--- src/logic/periph_dma_pkg.sv ---
// periph_dma_pkg: register map, field positions, reset values and carriers
// of the peripheral DMA channel pair. Assumes a 32-bit APB slave port.
package periph_dma_pkg;

  // ************************************************************
  // register byte offsets
  // ************************************************************
  localparam logic [11:0] rx_current_address_off = 12'h100;
  localparam logic [11:0] rx_current_count_off = 12'h104;
  localparam logic [11:0] tx_current_address_off = 12'h108;
  localparam logic [11:0] tx_remaining_count_off = 12'h10C;
  localparam logic [11:0] rx_chained_address_off = 12'h110;
  localparam logic [11:0] rx_chained_count_off = 12'h114;
  localparam logic [11:0] tx_chained_address_off = 12'h118;
  localparam logic [11:0] tx_chained_count_off = 12'h11C;
  localparam logic [11:0] transfer_command_off = 12'h120;
  localparam logic [11:0] transfer_enable_state_off = 12'h124;
  localparam logic [11:0] event_status_off = 12'h128;
  localparam logic [11:0] event_mask_off = 12'h12C;
  localparam logic [11:0] transfer_width_off = 12'h130;

  // ************************************************************
  // field positions
  // ************************************************************
  localparam int rx_requests_on_bit = 0;
  localparam int rx_requests_off_bit = 1;
  localparam int tx_requests_on_bit = 8;
  localparam int tx_requests_off_bit = 9;
  localparam int rx_buffer_end_bit = 0;
  localparam int rx_all_full_bit = 1;
  localparam int tx_buffer_end_bit = 2;
  localparam int tx_all_empty_bit = 3;
  localparam int event_bits = 4;

  // ************************************************************
  // reset values
  // ************************************************************
  localparam logic [31:0] address_reset = 32'h0000_0000;
  localparam logic [15:0] count_reset = 16'h0000;
  localparam logic [1:0] width_reset = 2'h0;

  // transfer width codes: byte, half-word, word
  typedef enum logic [1:0] {width_byte, width_half, width_word, width_rsvd} xfer_width_t;

  // one direction's pointer and counter pair
  typedef struct packed {
    logic [31:0] addr;
    logic [15:0] count;
  } buffer_t;

  // memory transfer request towards the system bus
  typedef struct packed {
    logic valid;
    logic write;
    logic [31:0] addr;
    logic [1:0] size;
  } mem_req_t;

endpackage : periph_dma_pkg

--- src/logic/periph_dma_channel_regs.sv ---
// periph_dma_channel_regs: receive and transmit DMA channel with chained
// next buffers, APB register file, enable commands and event interrupt.
// Assumes the peripheral raises rx_ready / tx_ready as levels and a memory
// port that answers with a one-cycle mem_done per request.
//
// The APB register port and the register addresses were left to the implementer.
`timescale 1ns/1ns
`default_nettype none

module periph_dma_channel_regs (
  input wire logic clk,
  input wire logic rst,
  input wire logic psel,
  input wire logic penable,
  input wire logic pwrite,
  input wire logic [11:0] paddr,
  input wire logic [31:0] pwdata,
  output logic [31:0] prdata,
  output logic pready,
  output logic pslverr,
  input wire logic rx_ready,
  input wire logic tx_ready,
  output periph_dma_pkg::mem_req_t mem_req,
  input wire logic mem_done,
  output logic irq
);
  import periph_dma_pkg::*;

  // ************************************************************
  // state
  // ************************************************************
  typedef enum {st_idle, st_rx_busy, st_tx_busy} dma_state_t;

  dma_state_t state_q;
  buffer_t rx_cur_q, rx_nxt_q, tx_cur_q, tx_nxt_q;
  logic rx_on_q, tx_on_q;
  logic [event_bits-1:0] status_q, mask_q;
  xfer_width_t width_q;
  logic [31:0] prdata_q;
  logic pready_q, pslverr_q, irq_q;
  mem_req_t mem_req_q;

  // ************************************************************
  // bus decode
  // ************************************************************
  function automatic logic is_mapped(input logic [11:0] a);
    unique case (a)
      rx_current_address_off, rx_current_count_off, tx_current_address_off,
      tx_remaining_count_off, rx_chained_address_off, rx_chained_count_off,
      tx_chained_address_off, tx_chained_count_off, transfer_command_off,
      transfer_enable_state_off, event_status_off, event_mask_off,
      transfer_width_off: is_mapped = 1'b1;
      default: is_mapped = 1'b0;
    endcase
  endfunction : is_mapped

  function automatic logic [31:0] step_of(input xfer_width_t w);
    unique case (w)
      width_half: step_of = 32'h0000_0002;
      width_word: step_of = 32'h0000_0004;
      default: step_of = 32'h0000_0001;
    endcase
  endfunction : step_of

  // ************************************************************
  // per-direction helpers
  // ************************************************************
  // one finished transfer: pointer steps by the width, count drops by one
  function automatic buffer_t advance(input buffer_t b, input xfer_width_t w);
    buffer_t n;
    n.addr = b.addr + step_of(w);
    n.count = b.count - 16'h0001;
    return n;
  endfunction : advance

  function automatic logic is_last(input buffer_t b);
    return b.count == 16'h0001;
  endfunction : is_last

  function automatic logic [31:0] count_word(input logic [15:0] c);
    return {16'h0000, c};
  endfunction : count_word

  // one wait state: pready_q rises one edge into the access phase, so every
  // transfer takes 3 cycles; read data is fetched in the first access cycle
  // and a write lands only at the edge at which the master sees pready high
  logic access, answer, wr, rd;
  assign access = psel && penable && !pready_q;
  assign answer = psel && penable && pready_q;
  assign wr = answer && pwrite;
  assign rd = access && !pwrite;

  function automatic logic wr_at(input logic w, input logic [11:0] a, input logic [11:0] o);
    wr_at = w && (a == o);
  endfunction : wr_at

  logic wr_rx_ca, wr_rx_cc, wr_tx_ca, wr_tx_cc, wr_rx_na, wr_rx_nc, wr_tx_na, wr_tx_nc;
  logic wr_cmd, wr_stat, wr_mask, wr_width;
  assign wr_rx_ca = wr_at(wr, paddr, rx_current_address_off);
  assign wr_rx_cc = wr_at(wr, paddr, rx_current_count_off);
  assign wr_tx_ca = wr_at(wr, paddr, tx_current_address_off);
  assign wr_tx_cc = wr_at(wr, paddr, tx_remaining_count_off);
  assign wr_rx_na = wr_at(wr, paddr, rx_chained_address_off);
  assign wr_rx_nc = wr_at(wr, paddr, rx_chained_count_off);
  assign wr_tx_na = wr_at(wr, paddr, tx_chained_address_off);
  assign wr_tx_nc = wr_at(wr, paddr, tx_chained_count_off);
  assign wr_cmd = wr_at(wr, paddr, transfer_command_off);
  assign wr_stat = wr_at(wr, paddr, event_status_off);
  assign wr_mask = wr_at(wr, paddr, event_mask_off);
  assign wr_width = wr_at(wr, paddr, transfer_width_off);

  // ************************************************************
  // transfer engine
  // ************************************************************
  // receive is served ahead of transmit when both ask in the same cycle
  logic rx_go, tx_go, rx_fin, tx_fin;
  assign rx_go = (state_q == st_idle) && rx_on_q && rx_ready && (rx_cur_q.count != count_reset);
  assign tx_go = (state_q == st_idle) && !rx_go && tx_on_q && tx_ready
               && (tx_cur_q.count != count_reset);
  assign rx_fin = (state_q == st_rx_busy) && mem_done;
  assign tx_fin = (state_q == st_tx_busy) && mem_done;

  always_ff @(posedge clk or posedge rst) begin
    if (rst) begin
      state_q <= st_idle;
    end else begin
      unique case (state_q)
        st_idle: begin
          if (rx_go) begin
            state_q <= st_rx_busy;
          end else if (tx_go) begin
            state_q <= st_tx_busy;
          end
        end
        st_rx_busy: begin
          if (mem_done) begin
            state_q <= st_idle;
          end
        end
        st_tx_busy: begin
          if (mem_done) begin
            state_q <= st_idle;
          end
        end
      endcase
    end
  end

  always_ff @(posedge clk or posedge rst) begin
    if (rst) begin
      mem_req_q <= '0;
    end else if (rx_go || tx_go) begin
      mem_req_q.valid <= 1'b1;
      mem_req_q.write <= rx_go;
      mem_req_q.addr <= rx_go ? rx_cur_q.addr : tx_cur_q.addr;
      mem_req_q.size <= width_q;
    end else if (mem_done) begin
      mem_req_q.valid <= 1'b0;
    end
  end

  // ************************************************************
  // pointers and counters, one block per direction
  // ************************************************************
  // a software write to a count or address in the completing cycle wins,
  // so the new value is never overwritten by the stale step
  logic rx_cur_zero_d, tx_cur_zero_d;
  assign rx_cur_zero_d = rx_fin && is_last(rx_cur_q);
  assign tx_cur_zero_d = tx_fin && is_last(tx_cur_q);

  always_ff @(posedge clk or posedge rst) begin
    if (rst) begin
      rx_cur_q <= '{addr: address_reset, count: count_reset};
      rx_nxt_q <= '{addr: address_reset, count: count_reset};
    end else begin
      if (rx_cur_zero_d && rx_nxt_q.count != count_reset) begin
        rx_cur_q <= rx_nxt_q;
        rx_nxt_q.count <= count_reset;
      end else if (rx_fin) begin
        rx_cur_q <= advance(rx_cur_q, width_q);
      end
      if (wr_rx_ca) begin
        rx_cur_q.addr <= pwdata;
      end
      if (wr_rx_cc) begin
        rx_cur_q.count <= pwdata[15:0];
      end
      if (wr_rx_na) begin
        rx_nxt_q.addr <= pwdata;
      end
      if (wr_rx_nc) begin
        rx_nxt_q.count <= pwdata[15:0];
      end
    end
  end

  always_ff @(posedge clk or posedge rst) begin
    if (rst) begin
      tx_cur_q <= '{addr: address_reset, count: count_reset};
      tx_nxt_q <= '{addr: address_reset, count: count_reset};
    end else begin
      if (tx_cur_zero_d && tx_nxt_q.count != count_reset) begin
        tx_cur_q <= tx_nxt_q;
        tx_nxt_q.count <= count_reset;
      end else if (tx_fin) begin
        tx_cur_q <= advance(tx_cur_q, width_q);
      end
      if (wr_tx_ca) begin
        tx_cur_q.addr <= pwdata;
      end
      if (wr_tx_cc) begin
        tx_cur_q.count <= pwdata[15:0];
      end
      if (wr_tx_na) begin
        tx_nxt_q.addr <= pwdata;
      end
      if (wr_tx_nc) begin
        tx_nxt_q.count <= pwdata[15:0];
      end
    end
  end

  always_ff @(posedge clk or posedge rst) begin
    if (rst) begin
      width_q <= xfer_width_t'(width_reset);
    end else if (wr_width) begin
      width_q <= xfer_width_t'(pwdata[1:0]);
    end
  end

  // ************************************************************
  // request enables
  // ************************************************************
  // a disable written together with its enable wins in both directions
  always_ff @(posedge clk or posedge rst) begin
    if (rst) begin
      rx_on_q <= 1'b0;
    end else if (wr_cmd) begin
      if (pwdata[rx_requests_off_bit]) begin
        rx_on_q <= 1'b0;
      end else if (pwdata[rx_requests_on_bit]) begin
        rx_on_q <= 1'b1;
      end
    end
  end

  always_ff @(posedge clk or posedge rst) begin
    if (rst) begin
      tx_on_q <= 1'b0;
    end else if (wr_cmd) begin
      if (pwdata[tx_requests_off_bit]) begin
        tx_on_q <= 1'b0;
      end else if (pwdata[tx_requests_on_bit]) begin
        tx_on_q <= 1'b1;
      end
    end
  end

  // ************************************************************
  // events and interrupt
  // ************************************************************
  // end flags are hardware-set with set winning over both clears
  logic [event_bits-1:0] ev_set, ev_clr;
  always_comb begin
    ev_set = '0;
    ev_set[rx_buffer_end_bit] = rx_cur_zero_d;
    ev_set[rx_all_full_bit] = rx_cur_zero_d && (rx_nxt_q.count == count_reset);
    ev_set[tx_buffer_end_bit] = tx_cur_zero_d;
    ev_set[tx_all_empty_bit] = tx_cur_zero_d && (tx_nxt_q.count == count_reset);
    ev_clr = wr_stat ? pwdata[event_bits-1:0] : '0;
    if (wr_rx_cc || wr_rx_nc) begin
      ev_clr[rx_buffer_end_bit] = 1'b1;
    end
    if (wr_tx_cc || wr_tx_nc) begin
      ev_clr[tx_buffer_end_bit] = 1'b1;
    end
  end

  // next status also feeds irq, so the line moves on the same edge as status
  logic [event_bits-1:0] status_d;
  assign status_d = (status_q & ~ev_clr) | ev_set;

  always_ff @(posedge clk or posedge rst) begin
    if (rst) begin
      status_q <= '0;
    end else begin
      status_q <= status_d;
    end
  end

  always_ff @(posedge clk or posedge rst) begin
    if (rst) begin
      mask_q <= '0;
    end else if (wr_mask) begin
      mask_q <= pwdata[event_bits-1:0];
    end
  end

  always_ff @(posedge clk or posedge rst) begin
    if (rst) begin
      irq_q <= 1'b0;
    end else begin
      irq_q <= |(status_d & mask_q);
    end
  end

  // ************************************************************
  // read path and answer
  // ************************************************************
  // pslverr rides on pready; an unmapped write changes nothing
  always_ff @(posedge clk or posedge rst) begin
    if (rst) begin
      pready_q <= 1'b0;
      pslverr_q <= 1'b0;
    end else begin
      pready_q <= access;
      pslverr_q <= access && !is_mapped(paddr);
    end
  end

  always_ff @(posedge clk or posedge rst) begin
    if (rst) begin
      prdata_q <= 32'h0000_0000;
    end else begin
      prdata_q <= 32'h0000_0000;
      if (rd) begin
        unique case (paddr)
          rx_current_address_off: prdata_q <= rx_cur_q.addr;
          rx_current_count_off: prdata_q <= count_word(rx_cur_q.count);
          tx_current_address_off: prdata_q <= tx_cur_q.addr;
          tx_remaining_count_off: prdata_q <= count_word(tx_cur_q.count);
          rx_chained_address_off: prdata_q <= rx_nxt_q.addr;
          rx_chained_count_off: prdata_q <= count_word(rx_nxt_q.count);
          tx_chained_address_off: prdata_q <= tx_nxt_q.addr;
          tx_chained_count_off: prdata_q <= count_word(tx_nxt_q.count);
          transfer_enable_state_off: begin
            prdata_q[rx_requests_on_bit] <= rx_on_q;
            prdata_q[tx_requests_on_bit] <= tx_on_q;
          end
          event_status_off: prdata_q <= {28'h0000000, status_q};
          event_mask_off: prdata_q <= {28'h0000000, mask_q};
          transfer_width_off: prdata_q <= {30'h00000000, width_q};
          default: prdata_q <= 32'h0000_0000;
        endcase
      end
    end
  end

  assign prdata = prdata_q;
  assign pready = pready_q;
  assign pslverr = pslverr_q;
  assign mem_req = mem_req_q;
  assign irq = irq_q;

endmodule : periph_dma_channel_regs

`default_nettype wire

--- config.mk ---
export PLATFORM = sky130hd
export DESIGN_NAME = periph_dma_channel_regs
export DESIGN_NICKNAME = d
export VERILOG_FILES = /design/src/logic/periph_dma_pkg.sv /design/src/logic/periph_dma_channel_regs.sv
export SDC_FILE = /design/constraint.sdc
export NUM_CORES = 1
export LEC_CHECK = 0
export BUFFER_PORTS_ARGS = -buffer_cell sky130_fd_sc_hd__buf_2
export CORE_ASPECT_RATIO = 0.6
export CORE_MARGIN = 2
export CORE_UTILIZATION = 40
export DETAILED_ROUTE_END_ITERATION = 8
export SLEW_MARGIN = 5
export SYNTH_ARGS = -nofsm -noshare
export SYNTH_HDL_FRONTEND = slang
export SYNTH_SLANG_ARGS = --single-unit
--- constraint.sdc ---
create_clock -name clk -period 10.1 [get_ports clk]
set_clock_uncertainty 0.1 [all_clocks]
set_input_delay 1.515 -clock clk [delete_from_list [all_inputs] [get_ports clk]]
set_output_delay 1.515 -clock clk [all_outputs]
set_load 0.05 [all_outputs]
Word-level counts from Yosys, hierarchy flattened. Cells that the tools add are included.

Bitwise gates (word level): 4. Reductions and logical operators: 63. Add/subtract/negate cells: 4. Multiplexer cells: 37. Equal/unequal tests: 23.

Operator list (count): 32-bit two-way mux (11); 48-bit two-way mux (4); 23-bit one-hot mux with 8 select lines (1); 12-bit by 9-bit == test with 1-bit output (second input constant) (13); 16-bit two-way mux (6); 7-bit one-hot mux with 11 select lines (1); 32-bit adder (2); 32-bit by 2-bit == test with 1-bit output (second input constant) (2); 32-bit zero test (2); 32-bit one-hot mux with 2 select lines (1); 16-bit nonzero test (4); 1-bit logical AND (33); 16-bit by 1-bit == test with 1-bit output (second input constant) (2); 32-bit by 1-bit == test with 1-bit output (second input constant) (1); 32-bit by 3-bit == test with 1-bit output (second input constant) (1); 16-bit zero test (2); 16-bit by 1-bit subtractor with 16-bit output (second input constant) (2); 13-bit OR reduction (1); 1-bit one-hot mux with 12 select lines (1); 3-bit nonzero test (4); 2-bit nonzero test (5); 1-bit two-way mux (9); 1-bit one-hot mux with 9 select lines (1); 4-bit AND (2); 13 further kinds (20).

Bits in registers: 307. Output and inout port bits: 71. Word-level logic and storage cells: 153. Input bits: 52.

Depth between registers and ports, before layout.
Depth after elaboration: 12. Mapped depth: 10. Depth with buffers taken out: 10.

Least setup slack after synthesis. No wires, ideal clock.

Kind: input to register. Start point: input port paddr[9]. End point: register mask_q[0]. Path buffers: 2. Cell stages on the path: 6. Arrival: 3374 ps. Path slack: 6501 ps. Library setup time: 125 ps. Cell sequence: or4b_1 -> buf_2 -> or3_1 -> buf_6 -> or3_4 -> mux2_4.

Word-level cells in the longest chain between the ends: 2.

Ends and longest elaborated chain: start: declaration (RTL line periph_dma_channel_regs.sv:16) `input wire logic [11:0] paddr,`; 12-bit by 9-bit == test with 1-bit output (RTL line periph_dma_channel_regs.sv:94) `wr_at = w && (a == o);`; 1-bit logical AND (RTL line periph_dma_channel_regs.sv:94); end signal: assignment (RTL line periph_dma_channel_regs.sv:295) `mask_q <= pwdata[event_bits-1:0];`; end: declaration (RTL line periph_dma_channel_regs.sv:37) `logic [event_bits-1:0] status_q, mask_q;`.

No other way between the ends. A chain may end at the register's enable or synchronous reset.

Final worst setup path.
Start point: input port paddr[5]. End point: register tx_cur_q[10] in the netlist's numbering.

Word-level cells in the longest chain between the ends: 3. Elaborated cells on any way between the ends: 4. Classes of those cells: eq/ne: 1; mux: 1; reduce/logical: 2.

Ends and longest elaborated chain: 12-bit by 9-bit == test with 1-bit output (*) (RTL line periph_dma_channel_regs.sv:94); 1-bit logical AND (*) (RTL line periph_dma_channel_regs.sv:94); 3-bit nonzero test (no line) / 16-bit two-way mux (equally long branches); end signal: assignment (RTL line periph_dma_channel_regs.sv:199) `tx_cur_q <= '{addr: address_reset, count: count_reset};`; end signal: assignment (RTL line periph_dma_channel_regs.sv:203) `tx_cur_q <= tx_nxt_q;`; end signal: assignment (RTL line periph_dma_channel_regs.sv:206) `tx_cur_q <= advance(tx_cur_q, width_q);`; end: declaration (RTL line periph_dma_channel_regs.sv:35) `buffer_t rx_cur_q, rx_nxt_q, tx_cur_q, tx_nxt_q;`.

Every way passes the cells marked *; elsewhere a longest branch is shown, timed or not.

==> results.yml <==
outcome:
  status: "finished clean"
run:
  cap_violations: 0
floorplan:
  fp.dieW_um: 260
  num_rows: 56
  io_pins: 123
  coreArea_mm2: 0.0390
  die_area_mm2: 0.0411
  fp.dieH_um: 158
  initial_core_util_pct: 40.5
yosys:
  async_flop_share_pct: 100
  syn-num-nets: 1779
  ys_seq_elements: 277
  synthesis.area_mm2: 0.0158
  yosys_warnings: 0
  synth.top_cell.area_share_pct: 43.9
  synth_cell_types: 81
  synth.yosys.seq_area_share_pct: 43.9
  synth_area_leader_cell: "dfrtp_1"
  synth-edff-count: 0
  syn-instance-count: 1710
  syn_area_per_cell_um2: 9.23
  synth_ff_type: "dfrtp_1"
  yosysMostFrequentCell: "dfrtp_1"
  yosys-top-cells-area: "dfrtp_1 (44%), mux2_2 (5.4%), nand2_1 (4.4%)"
  yosys-top-cells-count: "dfrtp_1 (277), nand2_1 (186), o21ai_0 (133), nor2_1 (118), a21oi_1 (115)"
clock_tree:
  h-tree-depth: 1
  holdBufCountCts: 0
  clkTransAtPathRegs_ns: 0.06
  cts_resized: 0
  cts_buffers: 29
  clkLatencyLatePin_ns: 0.58
  cts_root_buffer: "clkbuf_16"
  cts_tree: "yes"
  post_cts_buffers: 0
  cts_buffer_depth: 3
  cts_num_sinks: 277
detailed_routing:
  wl_per_cell_um: 26.6
  vias: 14900
  detail-route-antenna-nets: 0
  drt_iter0_markers: 2210
  drt_wl_total_um: 61500
  dr.pass1.iters: 8
  drc_errors: 0
  via_per_inst: 6.47
global_route:
  busiest_layer: "met1"
  grt_pass1_vias: 13800
  grt_pass1_wl_um: 91600
  grt_use_met1_pct: 46.4
  grtUsageMet2_pct: 38.9
  antenna_found_initial: 2
  grt_max_degree: 73
  grt_usage_pct: 29.6
  grt-ovfl-total: 0
  use_met3_pct: 8.79
timing:
  timing.setup.tns_ns: 0
  finalSetupViolations: 0
  slew-limit-headroom_pct: 5.69
  hold_viol: 0
  worstMarginPinSlew_ns: 1.41
  finalCriticalPeriod_ns: 4.45
  rsz0062_at_grt: "no"
  clock.fmax_mhz: 225
  fin_crit_sh_pct: 44.1
  drv_slew: 0
pwr:
  leakagePower_nw: 8.20
  power.density_mw_per_mm2: 160
  power_mw: 2.85
  peakVddDrop_v: 0.000137
final_layout:
  fin_nets: 1832
  drive_gt1_share_pct: 17.8
  register_area_mm2: 0.00693
  area_growth_pct: 12.8
  multiInputGateArea_mm2: 0.00826
  diodes: 0
  fill_cells: 3798
worst_setup_path:
  end_kind: "register"
  max_stage_delay_ns: 0.78
  critPathKind: "in -> reg"
  path_cells: "buf_2 -> nor3_1 -> nand2_1 -> nor2_1 -> nand2_1 -> and3_1 -> a221o_1"
  path_max_fanout: 15
  reg2reg_depth: 6
  cp.required_ns: 10.45
  startpoint_type: "input port"
  crit_arrival_ns: 4.80
  path_common_cell: "nand2_1"
  crit_slowest_cell: "nor3_1"
placed_design:
  dp_hpwl_um: 41800
  io_buffer_count: 122
  gp_congestion: 0.977
worst_hold_path:
  hold_path.class: "reg -> reg"
  hold_depth: 2
==> area by class of cell <==
type	instances	share of cell area, %
tap	522	3.67
clock inverter	17	1.23
clock buffer	36	4.45
timing repair buffer	155	4.82
multi-input combinational	1277	46.4
sequential	277	38.9
inverter	23	0.527
==> where the power goes <==
| part | leakage [nW] | switching [mW] | internal [mW] |
|---|---|---|---|
| combinational | 3.90 | 0.278 | 0.159 |
| sequential | 3.80 | 0.0888 | 1.16 |
| clock | 0.500 | 0.491 | 0.683 |
| total | 8.20 | 0.857 | 2.00 |
==> placed cells by master, fill, tap and decap left out, types with 27 or more instances in the layout <==
cell | Yosys | layout
buf_4 | 2 | 33
xnor2_1 | 35 | 35
and3_1 | 79 | 79
a21oi_1 | 115 | 114
a31oi_1 | 42 | 42
nor2_1 | 118 | 115
mux2_2 | 75 | 75
clkbuf_16 | 0 | 29
dfrtp_1 | 277 | 277
nand3_1 | 52 | 52
nand4_1 | 27 | 27
nor3_1 | 39 | 38
xor2_1 | 33 | 33
o21ai_0 | 133 | 133
buf_2 | 30 | 122
mux2i_1 | 29 | 29
nand2_1 | 186 | 186
a22o_1 | 37 | 37
==> worst max-delay path, delay by kind of cell <==
kind | cells | cell delay [ns]
AOI/OAI and AO/OA | 1 | 0.26
buffers and inverters | 1 | 0.11
and+or+nand+nor | 5 | 2.89
==> final timing paths <==
kind	from	to	slack [ns]
setup / recovery	paddr[5]	tx_cur_q[10]$_DFFE_PP0P_	5.65
hold / removal	mem_req[34]$_DFFE_PP0P_	mem_req[34]$_DFFE_PP0P_	0.39
setup reg to reg	rx_cur_q[5]$_DFFE_PP0P_	rx_cur_q[28]$_DFFE_PP0P_	6.45
hold reg to reg	mem_req[34]$_DFFE_PP0P_	mem_req[34]$_DFFE_PP0P_	0.39
max in group asynchronous	rst	tx_nxt_q[10]$_DFFE_PP0P_	6.83
min in group asynchronous	rst	mem_req[2]$_DFFE_PP0P_	0.88
==> flip-flops by register name (all words and copies together), names as in the netlist, 2 cells and up <==
register,count
status_q,4
mem_req,36
prdata,32
mask_q,4
rx_nxt_q,48
rx_cur_q,48
state_q,2
tx_cur_q,48
width_q,2
tx_nxt_q,48
==> logic make-up (layout without fill, tap and decap cells) <==
logic type / Yosys count / count (layout) / share of synthesized area [%]
and+or+nand+nor: 594 / 594 / 19.0
muxes: 109 / 109 / 7.64
AOI/OAI and AO/OA: 489 / 489 / 20.3
adders and majority gates: 17 / 17 / 1.35
buffers and inverters: 156 / 231 / 4.05
xor gates and xnor gates: 68 / 68 / 3.77
DFF: 277 / 277 / 43.9
==> per-stage QoR <==
stage	hold WS, ns	util (%)	instance area, um2	worst slack [ns]	std cells
floorplan	0.370	-	15800	0.848	1710
global placement	0.355	43.1	16800	5.22	2254
detailed placement	0.384	43.1	16800	5.18	2254
CTS	0.399	45.7	17800	5.76	2307
global route	0.429	45.7	17800	5.50	2307
finish	0.387	45.7	17800	5.65	2307
==> per-layer routing <==
metal | wire length [um] | share of wire, %
met1 | 28300 | 46
met2 | 23900 | 39
met3 | 8160 | 13
met4 | 1100 | 1.8
met5 | 13 | 0.021
Power figures use the tool's default switching activity.
